--- config.mk ---
export PLATFORM = sky130hd
export DESIGN_NAME = touch_ctrl_device_flat
export DESIGN_NICKNAME = d
export VERILOG_FILES = /design/src/rtl/touch_ctrl_pkg.sv /design/src/rtl/touch_link_if.sv /design/src/rtl/touch_ctrl_device.sv /design/src/flat_wrapper.sv
export VERILOG_INCLUDE_DIRS = /design/src /design/src/rtl
export SDC_FILE = /design/constraint.sdc
export NUM_CORES = 2
export LEC_CHECK = 0
export ABC_AREA = 0
export ABC_CLOCK_PERIOD_IN_PS = 5050
export CAP_MARGIN = 20
export CORE_ASPECT_RATIO = 0.6
export CORE_MARGIN = 3
export CORE_UTILIZATION = 45
export DETAILED_ROUTE_END_ITERATION = 12
export DONT_BUFFER_PORTS = 1
export PLACE_DENSITY_LB_ADDON = 0.08
export SYNTH_ARGS = -nofsm -noshare
export SYNTH_HDL_FRONTEND = slang
export SYNTH_SLANG_ARGS = --single-unit
--- constraint.sdc ---
create_clock -name clk_i -period 5.05 [get_ports clk_i]
set_clock_uncertainty 0.15 [all_clocks]
set_input_delay 0.505 -clock clk_i [delete_from_list [all_inputs] [get_ports clk_i]]
set_output_delay 0.505 -clock clk_i [all_outputs]
set_load 0.01 [all_outputs]
--- src/rtl/touch_ctrl_defs.svh ---
`ifndef TOUCH_CTRL_DEFS_SVH
`define TOUCH_CTRL_DEFS_SVH

// ----------------------------------------
// register offsets
// ----------------------------------------
`define REG_PIN_STATUS      8'h00
`define REG_SETTLE_TIME     8'h50
`define REG_OTHER_SET       8'h51
`define REG_HYSTERESIS      8'h52
`define REG_DEBOUNCE        8'h53
`define REG_NEG_NOISE       8'h54
`define REG_LOW_BL_RST      8'h55
`define REG_FILTER          8'h56
`define REG_SCAN_POS0       8'h5c
`define REG_SCAN_POS1       8'h5d
`define REG_THRESH0         8'h66
`define REG_THRESH1         8'h67
`define REG_CURRENT0        8'h70
`define REG_CURRENT1        8'h71
`define REG_ADDR_LOCK       8'h79
`define REG_PART_ID         8'h7a
`define REG_DEV_STATE       8'h7b
`define REG_ADDR_DRIVE      8'h7c
`define REG_READ_SEL        8'h81
`define REG_BASE_HI         8'h82
`define REG_BASE_LO         8'h83
`define REG_DIFF_HI         8'h84
`define REG_DIFF_LO         8'h85
`define REG_RAW_HI          8'h86
`define REG_RAW_LO          8'h87
`define REG_TOUCH_STATE     8'h88
`define REG_COMMAND         8'ha0

// ----------------------------------------
// reset values
// ----------------------------------------
`define RST_SETTLE_TIME     8'ha0
`define RST_OTHER_SET       8'h00
`define RST_HYSTERESIS      8'h0a
`define RST_DEBOUNCE        8'h03
`define RST_NEG_NOISE       8'h14
`define RST_LOW_BL_RST      8'h14
`define RST_FILTER          8'h20
`define RST_SCAN_POS0       8'h00
`define RST_SCAN_POS1       8'h01
`define RST_THRESH          8'h64
`define RST_CURRENT         8'h0a
`define RST_ADDR_LOCK       8'h01
`define RST_DEV_STATE       8'h03
`define RST_ADDR_DRIVE      8'h80
`define RST_READ_SEL        8'h81

// ----------------------------------------
// host-side control registers (wishbone)
// ----------------------------------------
`define HREG_CTRL           8'h00
`define HREG_ADDR           8'h04
`define HREG_WDATA          8'h08
`define HREG_RDATA          8'h0c
`define HREG_STATUS         8'h10
`define HCTRL_GO_BIT        0
`define HCTRL_READ_BIT      1
`define HSTAT_BUSY_BIT      0
`define HSTAT_ERR_BIT       1

// ----------------------------------------
// timing, 100 mhz clock
// ----------------------------------------
`define CLK_PERIOD_NS       10
`define ACK_NORMAL_NS       110000
`define ACK_SETUP_NS        11000000
`define BLOCK_LONG_MS       120
`define BLOCK_MID_MS        10
`define BLOCK_SHORT_MS      5
`define MS_TO_CYC(ms)       ((ms) * 1000000 / `CLK_PERIOD_NS)
`define ACK_NORMAL_CYC      (`ACK_NORMAL_NS / `CLK_PERIOD_NS)
`define ACK_SETUP_CYC       (`ACK_SETUP_NS / `CLK_PERIOD_NS)

`endif

--- src/rtl/touch_ctrl_pkg.sv ---
package touch_ctrl_pkg;

  typedef enum logic [7:0] {
    CMD_GET_REV    = 8'h00,
    CMD_STORE_NVM  = 8'h01,
    CMD_FACTORY    = 8'h02,
    CMD_WRITE_POR  = 8'h03,
    CMD_READ_POR   = 8'h04,
    CMD_RELOAD_RAM = 8'h05,
    CMD_RECONFIG   = 8'h06,
    CMD_NORMAL     = 8'h07,
    CMD_SETUP      = 8'h08,
    CMD_SCAN_START = 8'h09,
    CMD_SCAN_STOP  = 8'h0a,
    CMD_SCAN_STAT  = 8'h0b
  } command_t;

  typedef enum logic [1:0] {
    DS_IDLE   = 2'b00,
    DS_STALL  = 2'b01,
    DS_BLOCK  = 2'b10
  } dev_state_t;

  typedef enum logic [2:0] {
    HS_IDLE    = 3'b000,
    HS_ADDR    = 3'b001,
    HS_WAIT_A  = 3'b010,
    HS_DATA    = 3'b011,
    HS_WAIT_D  = 3'b100,
    HS_DONE    = 3'b101
  } host_state_t;

endpackage

--- src/rtl/touch_link_if.sv ---
`timescale 1ns/100ps

// byte-level view of the serial link: host offers a byte, device
// stretches (stall) until it has processed it, then acks; the device never raises nak
interface touch_link_if;
  logic       start;
  logic       rd;
  logic [7:0] byte_w;
  logic       byte_valid;
  logic       stall;
  logic       ack;
  logic       nak;
  logic [7:0] byte_r;

  modport device_end (
    input  start,
    input  rd,
    input  byte_w,
    input  byte_valid,
    output stall,
    output ack,
    output nak,
    output byte_r
  );

  modport host_end (
    output start,
    output rd,
    output byte_w,
    output byte_valid,
    input  stall,
    input  ack,
    input  nak,
    input  byte_r
  );
endinterface

--- src/rtl/touch_ctrl_device.sv ---
// Overview of operation
// RULE_01: settle, other, scan position writable only setup
// RULE_02: host waits long ack times per mode
// RULE_03: command 01 stores config, 120 ms blocked
// RULE_04: 02 factory restore, 03 writes defaults; 120ms
// RULE_05: command 04 loads stored defaults, 5 ms
// RULE_06: 05 reloads ram, 06 setup-only reconfig; 5ms
// RULE_07: 07 normal, 08 setup, 00 revision, immediate
// RULE_08: 09 scan start 10ms, 0a stop 5ms
// RULE_09: command is address, offset a0, code byte
// RULE_10: pin status register mirrors real output levels
// RULE_11: second-sensor registers absent on one-button part
// RULE_12: stall link after each byte until processed
// RULE_13: setup acks slower unless scanning stopped
// RULE_14: read-only and locked writes leave contents
`timescale 1ns/100ps
`include "touch_ctrl_defs.svh"

module touch_ctrl_device #(
  parameter int          TWO_BUTTON   = 1,
  parameter logic [7:0]  PART_ID      = 8'h5a,  // arbitrary value
  parameter logic [7:0]  FW_REVISION  = 8'h10,
  parameter int          ACK_NORM_CYC = `ACK_NORMAL_CYC,
  parameter int          ACK_SETUP_CYC= `ACK_SETUP_CYC,
  parameter int          LONG_CYC     = `MS_TO_CYC(`BLOCK_LONG_MS),
  parameter int          MID_CYC      = `MS_TO_CYC(`BLOCK_MID_MS),
  parameter int          SHORT_CYC    = `MS_TO_CYC(`BLOCK_SHORT_MS)
) (
  // clock and reset
  input  wire logic        clk_i,
  input  wire logic        rst_i,
  // link
  touch_link_if.device_end link,
  // core side
  input  wire logic [1:0]  pin_level_i,
  input  wire logic [15:0] baseline_i,
  input  wire logic [15:0] difference_i,
  input  wire logic [15:0] raw_i,
  input  wire logic [7:0]  touch_state_i,
  output logic             setup_mode_o,
  output logic             scanning_o,
  output logic [7:0]       nvm_cmd_o,
  output logic             nvm_cmd_valid_o
);

  // ----------------------------------------
  // registers
  // ----------------------------------------
  logic [7:0] cfg_r [0:255];
  logic [7:0] ptr_r;
  logic       have_ptr_r;
  logic [1:0] pin_s1_r;
  logic [1:0] pin_level_bits_r;
  logic [31:0] cnt_r;
  logic [7:0] rd_data_nxt;
  logic [7:0] last_rev_r;
  touch_ctrl_pkg::dev_state_t st_r;
  logic       pend_rd_r;
  logic       pend_nak_r;

  function automatic logic setup_only(input logic [7:0] a);
    setup_only = (a == `REG_SETTLE_TIME) || (a == `REG_OTHER_SET) ||
                 (a == `REG_SCAN_POS0) || (a == `REG_SCAN_POS1);
  endfunction

  function automatic logic is_rw(input logic [7:0] a);
    logic second;
    second = (a == `REG_SCAN_POS1) || (a == `REG_THRESH1) || (a == `REG_CURRENT1);
    is_rw  = (((a >= `REG_SETTLE_TIME) && (a <= `REG_FILTER)) ||
              (a == `REG_SCAN_POS0) || (a == `REG_SCAN_POS1) ||
              (a == `REG_THRESH0) || (a == `REG_THRESH1) ||
              (a == `REG_CURRENT0) || (a == `REG_CURRENT1) ||
              (a == `REG_ADDR_LOCK) || (a == `REG_ADDR_DRIVE) ||
              (a == `REG_READ_SEL)) && !(second && (TWO_BUTTON == 0)); // see RULE_11
  endfunction

  function automatic logic [31:0] block_len(input logic [7:0] c);
    case (c)
      touch_ctrl_pkg::CMD_STORE_NVM,
      touch_ctrl_pkg::CMD_FACTORY,
      touch_ctrl_pkg::CMD_WRITE_POR:  block_len = 32'(LONG_CYC);   // see RULE_03 see RULE_04
      touch_ctrl_pkg::CMD_READ_POR,
      touch_ctrl_pkg::CMD_RELOAD_RAM,
      touch_ctrl_pkg::CMD_RECONFIG,
      touch_ctrl_pkg::CMD_SCAN_STOP:  block_len = 32'(SHORT_CYC);  // see RULE_05 see RULE_06
      touch_ctrl_pkg::CMD_SCAN_START: block_len = 32'(MID_CYC);    // see RULE_08
      default:                        block_len = 32'h0;           // see RULE_07
    endcase
  endfunction

  // ----------------------------------------
  // pin level sampling
  // ----------------------------------------
  always_ff @(posedge clk_i) begin
    if (rst_i) begin
      pin_s1_r         <= 2'h3;
      pin_level_bits_r <= 2'h3;
    end else begin
      pin_s1_r         <= pin_level_i;
      pin_level_bits_r <= (TWO_BUTTON != 0) ? pin_s1_r : {1'b0, pin_s1_r[0]}; // see RULE_10
    end
  end

  // ----------------------------------------
  // read mux
  // ----------------------------------------
  always_comb begin
    rd_data_nxt = 8'h00;
    case (ptr_r)
      `REG_PIN_STATUS:  rd_data_nxt = {6'h00, pin_level_bits_r}; // see RULE_10
      `REG_PART_ID:     rd_data_nxt = PART_ID;
      `REG_DEV_STATE:   rd_data_nxt = {5'h00, setup_mode_o, scanning_o, 1'b1};
      `REG_BASE_HI:     rd_data_nxt = baseline_i[15:8];
      `REG_BASE_LO:     rd_data_nxt = baseline_i[7:0];
      `REG_DIFF_HI:     rd_data_nxt = difference_i[15:8];
      `REG_DIFF_LO:     rd_data_nxt = difference_i[7:0];
      `REG_RAW_HI:      rd_data_nxt = raw_i[15:8];
      `REG_RAW_LO:      rd_data_nxt = raw_i[7:0];
      `REG_TOUCH_STATE: rd_data_nxt = touch_state_i;
      `REG_COMMAND:     rd_data_nxt = last_rev_r;
      default:          rd_data_nxt = is_rw(ptr_r) ? cfg_r[ptr_r] : 8'h00;
    endcase
  end

  // ----------------------------------------
  // byte processing with stall
  // ----------------------------------------
  logic [7:0] wbyte_r;
  logic       wr_go;
  logic       cmd_go;
  assign wr_go  = (st_r == touch_ctrl_pkg::DS_STALL) && (cnt_r == 32'h0) && !pend_rd_r &&
                  have_ptr_r && (ptr_r != `REG_COMMAND);
  assign cmd_go = (st_r == touch_ctrl_pkg::DS_STALL) && (cnt_r == 32'h0) && !pend_rd_r &&
                  have_ptr_r && (ptr_r == `REG_COMMAND);

  always_ff @(posedge clk_i) begin
    if (rst_i) begin
      st_r        <= touch_ctrl_pkg::DS_IDLE;
      cnt_r       <= 32'h0;
      ptr_r       <= 8'h00;
      have_ptr_r  <= 1'b0;
      pend_rd_r   <= 1'b0;
      pend_nak_r  <= 1'b0;
      wbyte_r     <= 8'h00;
      link.stall  <= 1'b0;
      link.ack    <= 1'b0;
      link.nak    <= 1'b0;
      link.byte_r <= 8'h00;
    end else begin
      link.ack <= 1'b0;
      link.nak <= 1'b0;
      if (link.start) have_ptr_r <= 1'b0;
      case (st_r)
        touch_ctrl_pkg::DS_IDLE: begin
          if (link.byte_valid) begin
            st_r       <= touch_ctrl_pkg::DS_STALL;
            link.stall <= 1'b1;                               // see RULE_12
            pend_rd_r  <= link.rd;
            wbyte_r    <= link.byte_w;
            // setup acks slow while scanning; fast once stopped
            cnt_r      <= (setup_mode_o && scanning_o) ? 32'(ACK_SETUP_CYC - 1)
                                                       : 32'(ACK_NORM_CYC - 1); // see RULE_13
          end
        end
        touch_ctrl_pkg::DS_STALL: begin
          if (cnt_r != 32'h0) begin
            cnt_r <= cnt_r - 32'h1;
          end else begin
            link.stall <= 1'b0;
            link.ack   <= 1'b1;
            st_r       <= touch_ctrl_pkg::DS_IDLE;
            if (pend_rd_r) begin
              link.byte_r <= rd_data_nxt;
              ptr_r       <= ptr_r + 8'h01;
            end else if (!have_ptr_r) begin
              ptr_r      <= wbyte_r;
              have_ptr_r <= 1'b1;
            end else if (cmd_go) begin
              if (block_len(wbyte_r) != 32'h0) begin
                st_r  <= touch_ctrl_pkg::DS_BLOCK;
                cnt_r <= block_len(wbyte_r);
              end
            end else begin
              ptr_r <= ptr_r + 8'h01;
            end
          end
        end
        touch_ctrl_pkg::DS_BLOCK: begin
          // link bytes offered here are simply not acknowledged
          if (cnt_r > 32'h1) cnt_r <= cnt_r - 32'h1;
          else st_r <= touch_ctrl_pkg::DS_IDLE;
        end
        default: st_r <= touch_ctrl_pkg::DS_IDLE;
      endcase
    end
  end

  // ----------------------------------------
  // configuration store
  // ----------------------------------------
  always_ff @(posedge clk_i) begin
    if (rst_i) begin
      for (int i = 0; i < 256; i++) cfg_r[i] <= 8'h00;
      cfg_r[`REG_SETTLE_TIME] <= `RST_SETTLE_TIME;
      cfg_r[`REG_OTHER_SET]   <= `RST_OTHER_SET;
      cfg_r[`REG_HYSTERESIS]  <= `RST_HYSTERESIS;
      cfg_r[`REG_DEBOUNCE]    <= `RST_DEBOUNCE;
      cfg_r[`REG_NEG_NOISE]   <= `RST_NEG_NOISE;
      cfg_r[`REG_LOW_BL_RST]  <= `RST_LOW_BL_RST;
      cfg_r[`REG_FILTER]      <= `RST_FILTER;
      cfg_r[`REG_SCAN_POS0]   <= `RST_SCAN_POS0;
      cfg_r[`REG_SCAN_POS1]   <= `RST_SCAN_POS1;
      cfg_r[`REG_THRESH0]     <= `RST_THRESH;
      cfg_r[`REG_THRESH1]     <= `RST_THRESH;
      cfg_r[`REG_CURRENT0]    <= `RST_CURRENT;
      cfg_r[`REG_CURRENT1]    <= `RST_CURRENT;
      cfg_r[`REG_ADDR_LOCK]   <= `RST_ADDR_LOCK;
      cfg_r[`REG_ADDR_DRIVE]  <= `RST_ADDR_DRIVE;
      cfg_r[`REG_READ_SEL]    <= `RST_READ_SEL;
    end else if (wr_go && is_rw(ptr_r) &&
                 (setup_mode_o || !setup_only(ptr_r))) begin     // see RULE_01 see RULE_14
      cfg_r[ptr_r] <= wbyte_r;
    end
  end

  // ----------------------------------------
  // command execution
  // ----------------------------------------
  always_ff @(posedge clk_i) begin
    if (rst_i) begin
      setup_mode_o    <= 1'b0;
      scanning_o      <= 1'b1;
      nvm_cmd_o       <= 8'h00;
      nvm_cmd_valid_o <= 1'b0;
      last_rev_r      <= 8'h00;
    end else begin
      nvm_cmd_valid_o <= 1'b0;
      if (cmd_go) begin
        case (wbyte_r)
          touch_ctrl_pkg::CMD_GET_REV:    last_rev_r   <= FW_REVISION;   // see RULE_07
          touch_ctrl_pkg::CMD_NORMAL:     setup_mode_o <= 1'b0;          // see RULE_07
          touch_ctrl_pkg::CMD_SETUP:      setup_mode_o <= 1'b1;          // see RULE_07
          touch_ctrl_pkg::CMD_SCAN_START: scanning_o   <= 1'b1;          // see RULE_08
          touch_ctrl_pkg::CMD_SCAN_STOP:  scanning_o   <= 1'b0;          // see RULE_08
          touch_ctrl_pkg::CMD_SCAN_STAT:  last_rev_r   <= {7'h00, scanning_o};
          touch_ctrl_pkg::CMD_STORE_NVM,
          touch_ctrl_pkg::CMD_FACTORY,
          touch_ctrl_pkg::CMD_WRITE_POR,
          touch_ctrl_pkg::CMD_READ_POR,
          touch_ctrl_pkg::CMD_RELOAD_RAM: begin                          // see RULE_03 see RULE_05
            nvm_cmd_o       <= wbyte_r;
            nvm_cmd_valid_o <= 1'b1;
          end
          touch_ctrl_pkg::CMD_RECONFIG: begin
            if (setup_mode_o) begin                                      // see RULE_06
              nvm_cmd_o       <= wbyte_r;
              nvm_cmd_valid_o <= 1'b1;
            end
          end
          default: ;
        endcase
      end
    end
  end

endmodule // touch_ctrl_device

--- src/flat_wrapper.sv ---
// flat-port wrapper written by rule: the top's interface ports become plain ports
module touch_ctrl_device_flat 
#(
  parameter int          TWO_BUTTON   = 1,
  parameter logic [7:0]  PART_ID      = 8'h5a,                    
  parameter logic [7:0]  FW_REVISION  = 8'h10,
  parameter int          ACK_NORM_CYC = `ACK_NORMAL_CYC,
  parameter int          ACK_SETUP_CYC= `ACK_SETUP_CYC,
  parameter int          LONG_CYC     = `MS_TO_CYC(`BLOCK_LONG_MS),
  parameter int          MID_CYC      = `MS_TO_CYC(`BLOCK_MID_MS),
  parameter int          SHORT_CYC    = `MS_TO_CYC(`BLOCK_SHORT_MS)
)
  (clk_i, rst_i, pin_level_i, baseline_i, difference_i, raw_i, touch_state_i, setup_mode_o, scanning_o, nvm_cmd_o, nvm_cmd_valid_o, link_start, link_rd, link_byte_w, link_byte_valid, link_stall, link_ack, link_nak, link_byte_r);
  touch_link_if link_i ();
  input  wire logic clk_i;
  input  wire logic rst_i;
  input  wire logic [1:0] pin_level_i;
  input  wire logic [15:0] baseline_i;
  input  wire logic [15:0] difference_i;
  input  wire logic [15:0] raw_i;
  input  wire logic [7:0] touch_state_i;
  output logic setup_mode_o;
  output logic scanning_o;
  output logic [7:0] nvm_cmd_o;
  output logic nvm_cmd_valid_o;
  input wire logic [$bits(link_i.start)-1:0] link_start;
  input wire logic [$bits(link_i.rd)-1:0] link_rd;
  input wire logic [$bits(link_i.byte_w)-1:0] link_byte_w;
  input wire logic [$bits(link_i.byte_valid)-1:0] link_byte_valid;
  output wire logic [$bits(link_i.stall)-1:0] link_stall;
  output wire logic [$bits(link_i.ack)-1:0] link_ack;
  output wire logic [$bits(link_i.nak)-1:0] link_nak;
  output wire logic [$bits(link_i.byte_r)-1:0] link_byte_r;
  assign link_i.start = link_start;
  assign link_i.rd = link_rd;
  assign link_i.byte_w = link_byte_w;
  assign link_i.byte_valid = link_byte_valid;
  assign link_stall = link_i.stall;
  assign link_ack = link_i.ack;
  assign link_nak = link_i.nak;
  assign link_byte_r = link_i.byte_r;
  touch_ctrl_device #(.TWO_BUTTON(TWO_BUTTON), .PART_ID(PART_ID), .FW_REVISION(FW_REVISION), .ACK_NORM_CYC(ACK_NORM_CYC), .ACK_SETUP_CYC(ACK_SETUP_CYC), .LONG_CYC(LONG_CYC), .MID_CYC(MID_CYC), .SHORT_CYC(SHORT_CYC)) u_core (.clk_i(clk_i), .rst_i(rst_i), .link(link_i), .pin_level_i(pin_level_i), .baseline_i(baseline_i), .difference_i(difference_i), .raw_i(raw_i), .touch_state_i(touch_state_i), .setup_mode_o(setup_mode_o), .scanning_o(scanning_o), .nvm_cmd_o(nvm_cmd_o), .nvm_cmd_valid_o(nvm_cmd_valid_o));
endmodule
Word level (Yosys, flattened, before mapping). Memories as Yosys holds them, arrays and structs flattened. A register that Yosys moved wholly into a read port is not among the register bits. Index checks and enable logic that the tools add are counted.

$add $sub $neg: 2. Magnitude comparators: 3. Eq/ne operators: 45. Multiplexer cells: 76. Bitwise logic cells: 19. Reduce and logical (&&, ||, !) cells: 51.

Operators with widths (count): 32-bit two-way mux (15); 8-bit two-way mux (25); 8-bit by 7-bit == test with 1-bit output, second input constant (12); 32-bit one-hot mux with 3 select lines (1); 8-bit one-hot mux with 11 select lines (1); 8-bit == test, second input constant (9); 32-bit nonzero test (2); 8-bit by 3-bit == test with 1-bit output, second input constant (4); 8-bit by 4-bit == test with 1-bit output, second input constant (4); 32-bit by 1-bit greater-than comparator with 1-bit output, second input constant (1); 32-bit logical NOT (1); 8-bit one-hot mux with 2 select lines (2); 32-bit by 1-bit subtractor with 32-bit output, second input constant (1); 21-bit two-way mux (1); 8-bit by 2-bit == test with 1-bit output, second input constant (2); 8-bit logical NOT (2); 4-bit two-way mux (4); 1-bit bitwise OR (16); 1-bit two-way mux (15); 3-bit AND reduction (5); 2-bit two-way mux (7); 1-bit logical OR (13); 2-bit nonzero test (5); 1-bit logical AND (9); 23 further kinds (39).

Flip-flop bits (word level): 85. RAM bits: 2048. Bits in read-only memories: 512. Input port bits: 71. Output and inout port bits: 22. Logic and storage cells: 215. Memories: 3.

Memory list: u_core.cfg_r (words 256, bits a word 8, rd ports 1, clocked after Yosys merged registers in 1, wr ports 256, RTL line touch_ctrl_device.sv:49) `logic [7:0] cfg_r [0:255];`; (no name shown) (words 16, bits a word 16, rd ports 1, clocked after Yosys merged registers in 1, wr ports 0, RTL line touch_ctrl_device.sv:78) `case (c)`; (no name shown) (words 16, bits a word 16, rd ports 1, clocked after Yosys merged registers in 1, wr ports 0, RTL line touch_ctrl_device.sv:78).

Logic depth before layout (Yosys ltp).
Depth in word-level cells: 18. Depth in mapped cells: 14. Depth with buffers taken out: 11.

Worst setup path after synthesis. No wires, ideal clock.

Path kind: register -> register. Start: register u_core.cnt_r[24]. End: memory u_core.cfg_r[92][0] (enable). Setup time: 0.329 ns. Data arrival time: 3.236 ns. Required time: 4.571 ns. Setup slack: 1.335 ns. Stages on the path, launching flop included: 10. Path buffers: 1. Path through: dfxtp_1 -> or4_4 -> or4_4 -> or4_4 -> a2111oi_4 -> nand2b_1 -> or2_1 -> buf_2 -> nor3_4 -> or2_1.

RTL lines: start: declaration (RTL line touch_ctrl_device.sv:54) `logic [31:0] cnt_r;`; start signal: assignment (RTL line touch_ctrl_device.sv:161) `cnt_r <= (setup_mode_o && scanning_o) ? 32'(ACK_SETUP_CYC - 1)`; start signal: assignment (RTL line touch_ctrl_device.sv:167) `cnt_r <= cnt_r - 32'h1;`; start signal: assignment (RTL line touch_ctrl_device.sv:181) `cnt_r <= block_len(wbyte_r);`; end: declaration (RTL line touch_ctrl_device.sv:49).

==> summary.md <==
| Metric | Value |
|---|---|
| Status | finished with violations |
| Failing checks | negative hold slack, max-slew violations |
| Initial Util | 0.457 |
| Clock root buffer | clkbuf_16 |
| Non-filler instance count after layout | 9,190 |
| Slew headroom | -0.242 |
| Hold Violations, Final | 4 |
| H-tree Lvls | 4 |
| Post-synth EDFFs | roughly 2,000 |
| Sw frac | 0.211 |
| Yosys cell types | 80 |
| Core outline area | 189,000 um2 |
| IO Port Bufs | 0 |
| Post-route cell area | 103,000 um2 |
| Pwr dens | roughly 370 nW/um2 |
| Crit path required time | 5.45 ns |
| Number of buffers created by CTS | between 200 and 250 |
| Share of cells above drive strength 1 | 0.133 |
| Max-capacitance violation count | 0 |
| First-pass GRT wire length | 291 mm |
| Mapped Area | approximately 86,000 um2 |
| Slew Viols, Final | 350 |
| Hold Crit Class | input port to register |
| Most frequent cells in the layout | 2,040 x edfxtp_1, 1,793 x conb_1, 401 x mux4_2 |
| Initial antenna violation count | 12 |
| Fill cell count | 15,105 |
| Row count | roughly 120 |
| Psw | 7960 uW |
| RSZ-0062 raised after global routing | no |
| Largest net degree at the start of global routing | 1,680 |
| Total die area | 197,000 um2 |
| Gate power share | 0.048 |
| Max Clk Rate | 229 MHz |
| Flops & latches, synth | 2,141 |
| Placed cells | ~9,000 |
| Io pins | 93 |
| Max Root-Sink Buffers | 4 |
| Clock-pin slew on the worst setup and hold paths | 0.07 ns |
| VDD IR-drop max | 0.000287 V |
| Utilization after layout | 0.542 |
| Hold_ws | -0.0270 ns |
| Leading area contributor after synthesis | edfxtp_1 |
| DP HPWL | 120 mm |
| Vias/cell | 4.92 |
| CTS tree | yes |
| Slew @ Worst Pin | 1.86 ns |
| Total wire length | 197 mm |
| Power Internal | 29,800 uW |
| Commonest non-fill, non-tap cell in the layout | edfxtp_1 |
| Clock share of power | 0.390 |
| DP Area | 95,600 um2 |
| Seq/Total Area, Yosys | 0.733 |
| Synthesis-to-layout area growth | 18.8% |
| Syn Area/Cell | 17.7 um2 |
| Ys Warns | 0 |
| Wire per inst | between 20 and 25 um |
| Final worst-path cycle share | 0.863 |
| Endpoint class of the critical path | register |
| Critical setup path kind | register to register |
| Flop pwr share | 0.562 |
| Leak | 0.0362 uW |
| Antenna Nets Post-Route | 0 |
| Vias | around 45,000 |
| Worst setup SP type | register |
| Max FO, Critical Path | 14 |
| Die span in y | roughly 350 um |
| Final setup violation count | 0 |
| Iteration-0 DRC Markers | 5,049 |
| Fin crit period | 4.36 ns |
| Synth area leaders | edfxtp_1 71%, mux4_2 10%, mux2i_1 3.4% |
| RePlAce Congestion | 0.881 |
| Mapped Cells | around 4,900 |
| Clock Latency Late Sink | 0.84 ns |
| Vias in the first global route | 43,778 |
| DRC | 0 |
| Sinks on Clock Net | 2,141 |
| Top-area cell type share of the netlist area | 0.710 |
| 1st-pass router iterations | 6 |
| Post-synth top flop | edfxtp_1 |
| Die width | between 500 and 600 um |
| Fin Setup TNS | 0 ns |
| GRT Total Usage | 0.199 |
| Post-synth ARST share | 0 |
| Final net count | 6,618 |
| Arr. time, crit path | 4.76 ns |
| Grt total ovfl | 0 |
## power groups by stage
stage,Combinational (uW),Clock (uW),Sequential (uW)
after detailed placement,1440,0,21600
after CTS,1510,15100,21200
final,1820,14700,21200
after global routing,2030,15900,21300
after global placement,1430,0,21500
after floorplan,1280,0,21400
## per-stage QoR
stage	setup WS [ns]	hold slack [ns]	total power [uW]
4_1_cts	0.787	-0.130	37800
5_1_grt	0.391	0.0130	39200
3_5_place_dp	0.795	0.247	23000
6_report	0.692	-0.0270	37700
2_1_floorplan	1.34	0.239	22700
3_3_place_gp	0.822	0.245	23000
## final timing paths
check	from	endpoint	slack [ns]	cells past startpoint
max	u_core.ptr_r[0]	u_core.cfg_r[84][1]	0.69	11
min	rst_i	u_core.nvm_cmd_o[0]	-0.03	2
max reg2reg	u_core.ptr_r[0]	u_core.cfg_r[84][1]	0.69	11
min reg2reg	u_core.pin_s1_r[1]	u_core.pin_level_bits_r[1]	0.26	1
## kinds of logic (layout without fill, tap and decap cells)
kind of cell / after synthesis / count (layout) / synth area share
adders and majority gates: 14 / 14 / 0.00203
buffers and inverters: 561 / 588 / 0.0256
other: 1 / 1794 / 0.0000435
and+or+nand+nor: 840 / 840 / 0.0497
xor gates and xnor gates: 16 / 16 / 0.00162
DFF: 2141 / 2141 / 0.733
muxes: 696 / 696 / 0.139
AOI/OAI and AO/OA: 601 / 601 / 0.0487
## flip-flops by register name (all words and copies together), names as in the netlist, 2 cells and up, named ones only
signal	flops
u_core.cfg_r	2048
u_core.cnt_r	32
u_core.link.byte_r	8
u_core.nvm_cmd_o	8
u_core.ptr_r	8
u_core.wbyte_r	8
u_core.last_rev_r	2
u_core.pin_level_bits_r	2
u_core.pin_s1_r	2
u_core.st_r	2
## critical path, stage by stage (launching register included)
cell and delay (ns):
dfxtp_1 0.50, inv_1 0.17, ha_1 0.44, nor4bb_1 0.40
a211oi_1 0.11, nor3_1 0.59, a2111oi_4 0.16, nand2b_1 0.44
or2_1 0.47, nor3_2 0.06, buf_4 0.17, or2_2 0.39
## cells in the mapped netlist (6+ instances only)
| cell | number |
|---|---|
| buf_2 | 79 |
| a22o_1 | 7 |
| or3_1 | 20 |
| nor2b_1 | 9 |
| nand2_1 | 154 |
| and2_1 | 146 |
| o21bai_1 | 7 |
| nand3b_1 | 9 |
| xnor2_1 | 14 |
| or2_2 | 28 |
| a21oi_1 | 107 |
| dfxtp_1 | 101 |
| mux4_2 | 401 |
| a221oi_1 | 106 |
| o22ai_1 | 8 |
| buf_1 | 31 |
| o21ai_0 | 130 |
| inv_1 | 21 |
| a31oi_1 | 28 |
| a211oi_1 | 27 |
| mux2i_1 | 294 |
| o31ai_1 | 11 |
| and3_1 | 23 |
| a22oi_1 | 64 |
| nor2_2 | 6 |
| a311oi_1 | 6 |
| nand2b_1 | 40 |
| nand3_1 | 64 |
| nor2_1 | 202 |
| clkbuf_1 | 427 |
| nor3_1 | 70 |
| a221o_1 | 34 |
| ha_1 | 14 |
| o2111ai_1 | 6 |
| o211ai_1 | 11 |
| edfxtp_1 | 2040 |
| nor4_1 | 33 |
## layout make-up
| type | instances | area, um2 | share of cell area |
|---|---|---|---|
| Sequential cell | 2141 | 63300 | 0.618 |
| Multi-Input combinational cell | 3960 | 27600 | 0.269 |
| Clock buffer | 256 | 5450 | 0.0531 |
| Tap cell | 2500 | 3130 | 0.0305 |
| Timing Repair Buffer | 204 | 2180 | 0.0212 |
| Clock inverter | 105 | 811 | 0.00791 |
| Inverter | 23 | 96.3 | 0.000940 |
| Antenna cell | 1 | 2.50 | 0.0000244 |
## metal layers
metal / vias to the layer above / track usage / share of wire
met5: - / 0.00484 / 0.00068
met4: 2 / 0.0441 / 0.020
met3: 251 / 0.0455 / 0.084
met2: 1514 / 0.269 / 0.41
met1: 22572 / 0.324 / 0.48
li1: 20917 / - / -
## what timing repair did
item | CTS | global route
buffers inserted | 0 | 0
resized for setup | 0 | 0
endpoints found under the hold margin | 199 | 212
setup endpoints to repair | 0 | 0
hold buffers | 39 | 2
Power figures use the tool's default switching activity.
